**src/common/dinirq_pkg.sv**
```systemverilog
package dinirq_pkg;
	localparam int CHANNELS = 16;
	localparam logic [15:0] PATTERN_RST = 16'h0000;
	localparam logic [15:0] MASK_RST = 16'h0000;
	localparam int SYNC_STAGES = 2;
	localparam int STAT_INTR_BIT = 9;
	localparam int STAT_SRQ_BIT = 6;
	localparam logic [1:0] SRC_INTERNAL = 2'h0;
	localparam logic [1:0] SRC_EXTERNAL = 2'h1;
	localparam logic [1:0] SRC_BACKPLANE = 2'h2;
	typedef enum logic {equal_match_mode, unequal_match_mode} dinirq_mode_t;
	typedef enum logic {accept_all, accept_first} dinirq_acc_t;
	function automatic logic dinirq_match(input logic [15:0] st, input logic [15:0] pat,
			input logic [15:0] msk, input dinirq_mode_t md);
		logic eq;
		eq = ((st ^ pat) & msk) == 16'h0000;
		return (md == equal_match_mode) ? eq : !eq;
	endfunction : dinirq_match
endpackage : dinirq_pkg

```
**src/design/dinirq_status.sv**
```systemverilog
`timescale 1ns/10ps
module dinirq_status (
	input wire logic clock_i, // clock
	input wire logic rstn_i, // async reset
	input wire logic irq_i, // accessory irq level
	input wire logic sys_sense_i, // mainframe senses irq
	input wire logic rqs_en_i, // service requests enabled
	input wire logic status_query_i, // status query pulse
	input wire logic serial_poll_read_i, // serial poll pulse
	output logic intr_stat_o, // status bit 9
	output logic srq_stat_o, // status bit 6
	output logic srq_o // service request line
);
	logic seen_r;
	logic take;
	// new irq recognised only with both bits clear
	assign take = irq_i && sys_sense_i && !seen_r && !intr_stat_o && !srq_stat_o;
	always_ff @(posedge clock_i or negedge rstn_i) begin
		if (!rstn_i) seen_r <= 1'b0;
		else seen_r <= irq_i && sys_sense_i;
	end
	always_ff @(posedge clock_i or negedge rstn_i) begin
		if (!rstn_i) begin
			intr_stat_o <= 1'b0;
			srq_stat_o <= 1'b0;
		end else begin
			if (take) intr_stat_o <= 1'b1;
			else if (status_query_i) intr_stat_o <= 1'b0;
			if (take && rqs_en_i) srq_stat_o <= 1'b1;
			else if (serial_poll_read_i) srq_stat_o <= 1'b0;
		end
	end
	always_ff @(posedge clock_i or negedge rstn_i) begin
		if (!rstn_i) srq_o <= 1'b0;
		else srq_o <= (take && rqs_en_i) || (srq_stat_o && !serial_poll_read_i);
	end
endmodule : dinirq_status

```
**src/design/dinirq_sync.sv**
```systemverilog
`timescale 1ns/10ps
module dinirq_sync #(
	parameter int WIDTH = 1,
	parameter logic [WIDTH-1:0] RST_VAL = '0
) (
	input wire logic clock_i, // clock
	input wire logic rstn_i, // async reset
	input wire logic [WIDTH-1:0] d_i, // async input
	output logic [WIDTH-1:0] q_o // synchronised
);
	logic [WIDTH-1:0] meta_r;
	initial begin
		if (WIDTH < 1) $error("width must be positive");
	end
	always_ff @(posedge clock_i or negedge rstn_i) begin
		if (!rstn_i) begin
			// reset to the pin's idle level so no false edge follows release
			meta_r <= RST_VAL;
			q_o <= RST_VAL;
		end else begin
			meta_r <= d_i;
			q_o <= meta_r;
		end
	end
endmodule : dinirq_sync

```
**src/design/dinirq_top.sv**
```systemverilog
`timescale 1ns/10ps
module dinirq_top #(
	parameter int CH = dinirq_pkg::CHANNELS
) (
	input wire logic clock_i, // 125 MHz clock
	input wire logic rstn_i, // async reset, active low
	input wire logic [CH-1:0] chan_i, // input channel pins
	input wire logic first_stage_trigger_input_i, // external trigger pin
	input wire logic int_first_trig_i, // internal first-stage trigger pulse
	input wire logic second_trig_i, // second-stage trigger pulse
	input wire logic self_test_i, // self-test ran pulse
	input wire logic first_src_ext_i, // first-stage source is external pin
	input wire logic [15:0] addr_i, // register address
	input wire logic [15:0] wdata_i, // write data
	input wire logic wr_i, // write strobe
	input wire logic rd_i, // read strobe
	output logic [15:0] rdata_o, // read data, next cycle
	input wire logic service_i, // mainframe services match irq
	input wire logic sys_sense_i, // mainframe sensing enabled
	input wire logic rqs_en_i, // service requests enabled
	input wire logic status_query_i, // status query pulse
	input wire logic serial_poll_read_i, // serial poll pulse
	output logic irq_o, // accessory interrupt request
	output logic refused_o, // last setting refused
	output logic [15:0] capture_o, // first-rank input register
	output logic intr_stat_o, // mainframe status bit 9
	output logic srq_stat_o, // mainframe status bit 6
	output logic srq_o // service request line
);
	import dinirq_pkg::*;

	localparam logic [15:0] A_PATTERN = 16'h0000;
	localparam logic [15:0] A_MASK = 16'h0001;
	localparam logic [15:0] A_CTRL = 16'h0002;
	localparam logic [15:0] A_CMD = 16'h0003;
	localparam logic [15:0] A_STATUS = 16'h0004;
	localparam logic [15:0] A_CAPTURE = 16'h0005;
	// command word bits
	localparam int C_ENABLE = 0;
	localparam int C_DISABLE = 1;
	localparam int C_SEL_MATCH = 2;
	localparam int C_SEL_CAPT = 3;

	initial begin
		if (CH != 16) $error("block serves exactly 16 channels");
	end

	logic [CH-1:0] chan_s;
	logic trig_s;
	logic trig_d_r;
	logic ext_fall;
	logic first_trig;
	logic [15:0] pattern_r;
	logic [15:0] mask_r;
	dinirq_mode_t mode_r;
	dinirq_acc_t acc_r;
	logic [1:0] src_r;
	logic match_en_r;
	logic capt_en_r;
	logic match_pend_r;
	logic capt_pend_r;
	logic armed_r;
	logic tested_r;
	logic outstanding_r;
	logic valid_trig;
	logic cmd_wr;
	logic ctrl_wr;
	logic en_match;
	logic en_capt;
	logic want_capt;
	logic capt_ok;
	logic src_ok;
	logic [1:0] src_new;
	logic disable_match;
	logic hit;

	dinirq_sync #(.WIDTH(CH)) u_chan_sync (
		.clock_i(clock_i),
		.rstn_i(rstn_i),
		.d_i(chan_i),
		.q_o(chan_s)
	);
	dinirq_sync #(.WIDTH(1), .RST_VAL(1'b1)) u_trig_sync (
		.clock_i(clock_i),
		.rstn_i(rstn_i),
		.d_i(first_stage_trigger_input_i),
		.q_o(trig_s)
	);

	// idle high, so a pin already low at release reads as a falling edge
	always_ff @(posedge clock_i or negedge rstn_i) begin
		if (!rstn_i) trig_d_r <= 1'b1;
		else trig_d_r <= trig_s;
	end
	assign ext_fall = trig_d_r && !trig_s;
	assign first_trig = first_src_ext_i ? ext_fall : int_first_trig_i;

	assign valid_trig = first_trig && (acc_r == accept_all || armed_r);

	assign cmd_wr = wr_i && addr_i == A_CMD;
	assign ctrl_wr = wr_i && addr_i == A_CTRL;
	assign en_match = cmd_wr && wdata_i[C_ENABLE] && wdata_i[C_SEL_MATCH];
	assign want_capt = cmd_wr && wdata_i[C_ENABLE] && wdata_i[C_SEL_CAPT];
	// refuse unless the source is internal
	assign capt_ok = src_r == SRC_INTERNAL;
	assign en_capt = want_capt && capt_ok;
	assign src_new = wdata_i[3:2];
	assign src_ok = !(capt_en_r && src_new != SRC_INTERNAL);
	assign disable_match = (cmd_wr && wdata_i[C_DISABLE] && wdata_i[C_SEL_MATCH]) || service_i;

	always_ff @(posedge clock_i or negedge rstn_i) begin
		if (!rstn_i) begin
			pattern_r <= PATTERN_RST;
			mask_r <= MASK_RST;
		end else begin
			if (wr_i && addr_i == A_PATTERN) pattern_r <= wdata_i;
			if (wr_i && addr_i == A_MASK) mask_r <= wdata_i;
		end
	end

	always_ff @(posedge clock_i or negedge rstn_i) begin
		if (!rstn_i) begin
			mode_r <= equal_match_mode;
			acc_r <= accept_all;
			src_r <= SRC_INTERNAL;
		end else if (ctrl_wr) begin
			mode_r <= wdata_i[0] ? unequal_match_mode : equal_match_mode;
			acc_r <= wdata_i[1] ? accept_first : accept_all;
			// source change refused while capture enabled
			if (src_ok) src_r <= src_new;
		end
	end

	always_ff @(posedge clock_i or negedge rstn_i) begin
		if (!rstn_i) refused_o <= 1'b0;
		else if (want_capt) refused_o <= !capt_ok;
		else if (ctrl_wr) refused_o <= !src_ok;
	end

	always_ff @(posedge clock_i or negedge rstn_i) begin
		if (!rstn_i) match_en_r <= 1'b0;
		else if (en_match) match_en_r <= 1'b1;
		else if (disable_match) match_en_r <= 1'b0;
	end

	assign hit = match_en_r && dinirq_match(chan_s, pattern_r, mask_r, mode_r);

	always_ff @(posedge clock_i or negedge rstn_i) begin
		if (!rstn_i) match_pend_r <= 1'b0;
		else if (en_match) match_pend_r <= 1'b0;
		else if (disable_match) match_pend_r <= 1'b0;
		else if (hit) match_pend_r <= 1'b1;
	end

	always_ff @(posedge clock_i or negedge rstn_i) begin
		if (!rstn_i) capt_en_r <= 1'b0;
		else if (en_capt) capt_en_r <= 1'b1;
		else if (cmd_wr && wdata_i[C_DISABLE] && wdata_i[C_SEL_CAPT]) capt_en_r <= 1'b0;
	end

	always_ff @(posedge clock_i or negedge rstn_i) begin
		if (!rstn_i) armed_r <= 1'b1;
		else if (second_trig_i) armed_r <= 1'b1;
		else if (first_trig) armed_r <= 1'b0;
	end

	always_ff @(posedge clock_i or negedge rstn_i) begin
		if (!rstn_i) begin
			tested_r <= 1'b0;
			outstanding_r <= 1'b0;
		end else begin
			if (self_test_i) tested_r <= 1'b1;
			else if (en_capt) tested_r <= 1'b0;
			if (valid_trig) outstanding_r <= 1'b1;
			else if (second_trig_i) outstanding_r <= 1'b0;
		end
	end

	always_ff @(posedge clock_i or negedge rstn_i) begin
		if (!rstn_i) capture_o <= 16'h0000;
		else if (valid_trig) capture_o <= chan_s;
	end

	// set on valid trigger; set wins over clear
	always_ff @(posedge clock_i or negedge rstn_i) begin
		if (!rstn_i) capt_pend_r <= 1'b0;
		else if (valid_trig) capt_pend_r <= 1'b1;
		else if (en_capt && (tested_r || self_test_i || outstanding_r)) capt_pend_r <= 1'b1;
		else if (second_trig_i) capt_pend_r <= 1'b0;
	end

	always_ff @(posedge clock_i or negedge rstn_i) begin
		if (!rstn_i) irq_o <= 1'b0;
		else irq_o <= (match_pend_r && match_en_r) || (capt_pend_r && capt_en_r);
	end

	always_ff @(posedge clock_i or negedge rstn_i) begin
		if (!rstn_i) rdata_o <= 16'h0000;
		else if (rd_i) begin
			unique case (addr_i)
				A_PATTERN: rdata_o <= pattern_r;
				A_MASK: rdata_o <= mask_r;
				A_CTRL: rdata_o <= {12'h000, src_r, acc_r == accept_first,
						mode_r == unequal_match_mode};
				A_STATUS: rdata_o <= {10'h000, refused_o, armed_r, capt_pend_r,
						match_pend_r, capt_en_r, match_en_r};
				A_CAPTURE: rdata_o <= capture_o;
				default: rdata_o <= 16'h0000;
			endcase
		end else rdata_o <= 16'h0000;
	end

	// mainframe status bits and request line
	dinirq_status u_status (
		.clock_i(clock_i),
		.rstn_i(rstn_i),
		.irq_i(irq_o),
		.sys_sense_i(sys_sense_i),
		.rqs_en_i(rqs_en_i),
		.status_query_i(status_query_i),
		.serial_poll_read_i(serial_poll_read_i),
		.intr_stat_o(intr_stat_o),
		.srq_stat_o(srq_stat_o),
		.srq_o(srq_o)
	);
endmodule : dinirq_top

```
**config.mk**
```make
export PLATFORM = sky130hd
export DESIGN_NAME = dinirq_top
export DESIGN_NICKNAME = d
export VERILOG_FILES = /design/src/common/dinirq_pkg.sv /design/src/design/dinirq_status.sv /design/src/design/dinirq_sync.sv /design/src/design/dinirq_top.sv
export SDC_FILE = /design/constraint.sdc
export NUM_CORES = 1
export LEC_CHECK = 0
export ABC_CLOCK_PERIOD_IN_PS = 4850
export BUFFER_PORTS_ARGS = -buffer_cell sky130_fd_sc_hd__buf_2
export CAP_MARGIN = 25
export CORE_MARGIN = 5
export CORE_UTILIZATION = 50
export CTS_BUF_LIST = sky130_fd_sc_hd__clkbuf_4
export DETAILED_ROUTE_END_ITERATION = 10
export GPL_ROUTABILITY_DRIVEN = 1
export GPL_TIMING_DRIVEN = 0
export MAX_ROUTING_LAYER = met4
export PLACE_DENSITY = 0.74
export SYNTH_ARGS = -nofsm -noshare
export SYNTH_HDL_FRONTEND = slang
export SYNTH_HIERARCHICAL = 1
export SYNTH_SLANG_ARGS = --single-unit
```
**constraint.sdc**
```tcl
create_clock -name clock_i -period 4.85 [get_ports clock_i]
set_input_delay 0.485 -clock clock_i [delete_from_list [all_inputs] [get_ports clock_i]]
set_output_delay 0.485 -clock clock_i [all_outputs]
set_load 0.005 [all_outputs]
```
==> flow_summary.json <==
{
  "vias": 3155,
  "vias_per_cell": 5.52,
  "place_congestion": 0.837,
  "synth.distinct_cells": 43,
  "yosysWarnings": 6,
  "p_per_area_nw_per_um2": 338,
  "drtIter0Drc": 132,
  "path_max_fanout": 10,
  "pre_cts_ws_ns": 2.23,
  "setup_viol": 0,
  "synth.ff_latch_count": 116,
  "synth_mux_area_frac": 0.184,
  "cts.repair.resized": 0,
  "tightest_slew_ns": 0.826,
  "htreeDepth": 4,
  "setup_ws_ns": 2.51,
  "die-width_um": 106,
  "start_util": 0.508,
  "grt_pass1_vias": 3392,
  "worstSetupPathType": "flop to flop",
  "cts_root_buffer": "clkbuf_4",
  "wl_mm": 10.9,
  "status": "finished clean",
  "ys_seq_area_frac": 0.626,
  "dp_hpwl_mm": 7.71,
  "dieArea_um2": 11300,
  "regToRegStartpoint": "trig_d_r$_DFF_PN1_",
  "critical_path.top_delay_family": "compound AO/OA/AOI/OAI gates",
  "final_common_cell": "dfrtp_1",
  "core_um2": 9150,
  "syn_nets": 391,
  "firstDrtPassIters": 4,
  "crit_path_max_incr_delay_ns": 0.65,
  "drv_cap": 0,
  "async_flop_share": 1.00,
  "core.rowCount": 35,
  "finalNetCount": 510,
  "setup.worst_path.start_class": "flop",
  "synthSimpleGateAreaFrac": 0.0678,
  "p_leak_nw": 2.78,
  "insertedDiodeCount": 0,
  "min_path_type": "input port to async pin",
  "area_growth_pct": 20.8,
  "crit_chain": "nor2b_1, mux2i_1, a21oi_1, buf_2, mux2_2",
  "final_cell_mix": "dfrtp_1, buf_2, mux2_2",
  "drive_gt1_frac": 0.453,
  "wl_per_cell_um": 19.0,
  "dominantRegCellSynth": "dfrtp_1",
  "tritoncts": "done",
  "grt_start_max_net_pins": 63,
  "drcViolationCount": 0,
  "maxSlewHeadroom": 0.449,
  "cts_buffers": 17,
  "final_cell_area_um2": 5620,
  "crit_arrival_ns": 2.73,
  "hold_slack_ns": 0.0111,
  "maxSlewViolCount": 0,
  "synth-xor-area-share": 0.0301,
  "synth.cell_area_um2": 4650,
  "clk_path_buf_depth": 2,
  "synth_top_family_by_area": "multiplexers",
  "die_h_um": 106,
  "layout_min_cycle_time_ns": 2.34,
  "synth_compound_area_frac": 0.0740,
  "grt_pass1_wl_mm": 17.3,
  "clock_skew_ns": 0.0127,
  "antenna_found_initial": 0,
  "io_buffers": 97,
  "hold_violations": 0,
  "fmax_mhz": 428,
  "cts_setup_buffers": 0,
  "cts_sinks": 116,
  "synth_edf_count": 0,
  "dpl_cell_area_um2": 5310,
  "synth.avg_cell_area_um2": 14.1,
  "crit_slowest_cell": "a21oi_1",
  "worstSetupStartpoint": "trig_d_r$_DFF_PN1_",
  "cts_hold_buf": 0,
  "worstSetupEndpointType": "flop",
  "total_power_mw": 1.90,
  "grt_util_all_layers": 0.209,
  "cts.clk_slew.worst_paths_ns": 0.10,
  "syn_inst": 329,
  "crit_required_ns": 5.25,
  "rsz0062_at_grt": "false",
  "overflow": 0,
  "synthAdderAreaFrac": 0,
  "path_buf_inv": 1,
  "ir_worst_vdd_uv": 184,
  "clock_latency_ns": 0.51,
  "period_share": 0.481,
  "pin_count": 99,
  "finalSetupTns_ns": 0,
  "final_antenna_net_count": 0
}
==> per-layer routing <==
metal	up-vias	share of wire	global-route usage	wire length [um]
met2	91	0.51	0.334	5600
met3	22	0.050	0.0656	546
met1	1602	0.41	0.253	4490
met5	-	0	-	0
met4	0	0.023	0.0749	250
li1	1440	-	-	-
==> synth_stat cells, drive strengths merged (5+ instances only) <==
master,n,area share
inv,6,0.0048
mux2,62,0.16
mux2i,12,0.026
xor2,16,0.030
dfrtp,112,0.60
a22oi,8,0.013
nand2,11,0.0094
nor2,21,0.017
a21oi,8,0.0086
clkbuf,5,0.0040
o21ai,9,0.0097
buf,6,0.0094
a32oi,10,0.019
==> flip-flops by register name (all words and copies together) (netlist names), 2 cells and up <==
signal / cells
capture_o: 16
mask_r: 16
pattern_r: 16
rdata_o: 16
src_r: 2
u_chan_sync/meta_r: 16
u_chan_sync/q_o: 16
==> report_power, final <==
part	internal, mW	switching [mW]	total, mW
clock	0.351	0.371	0.721
sequential	1.01	0.0255	1.03
combinational	0.0713	0.0736	0.145
total	1.43	0.470	1.90
==> through the flow <==
step / cells / util
finish: 572 / 0.614
CTS: 571 / 0.613
global route: 572 / 0.614
global placement: 537 / 0.576
floorplan: 329 / -
detailed placement: 539 / 0.581
==> worst paths after layout <==
| check | endpoint | slack (ns) | depth (start not counted) |
|---|---|---|---|
| min in group clock_i | u_chan_sync/meta_r[13]$_DFF_PN0_ | 0.07 | 1 |
| max in group asynchronous | armed_r$_DFFE_PN1P_ | 4.08 | 2 |
| min | outstanding_r$_DFFE_PN0P_ | 0.01 | 1 |
| max | capture_o[13]$_DFFE_PN0P_ | 2.51 | 5 |
| max reg2reg | capture_o[13]$_DFFE_PN0P_ | 2.51 | 5 |
| min reg2reg | u_chan_sync/q_o[2]$_DFF_PN0_ | 0.35 | 0 |
==> cells by family (layout without fill, tap and decap cells) <==
| family | count (synthesis) | count (layout) |
|---|---|---|
| compound gates | 50 | 50 |
| simple gates | 56 | 56 |
| flops | 116 | 116 |
| xor+xnor | 16 | 16 |
| mux | 74 | 74 |
| buf+inv | 17 | 149 |
==> worst reg2reg max path: cells and delay by family, from the launching register on <==
| family | cells | cell delay [ns] |
|---|---|---|
| and+or+nand+nor | 1 | 0.11 |
| DFF | 1 | 0.53 |
| AOI/OAI and AO/OA | 1 | 0.65 |
| muxes | 2 | 0.48 |
| buffers and inverters | 1 | 0.45 |
==> layout make-up <==
| type | instances | area (um^2) |
|---|---|---|
| Fill cell | 730 | 3540 |
| Sequential cell | 116 | 2910 |
| Multi-Input combinational cell | 196 | 1660 |
| Timing Repair Buffer | 100 | 537 |
| Clock inverter | 15 | 165 |
| Tap cell | 111 | 139 |
| Clock buffer | 17 | 128 |
| Buffer | 11 | 62.6 |
| Inverter | 6 | 22.5 |
Power figures use the tool's default switching activity.
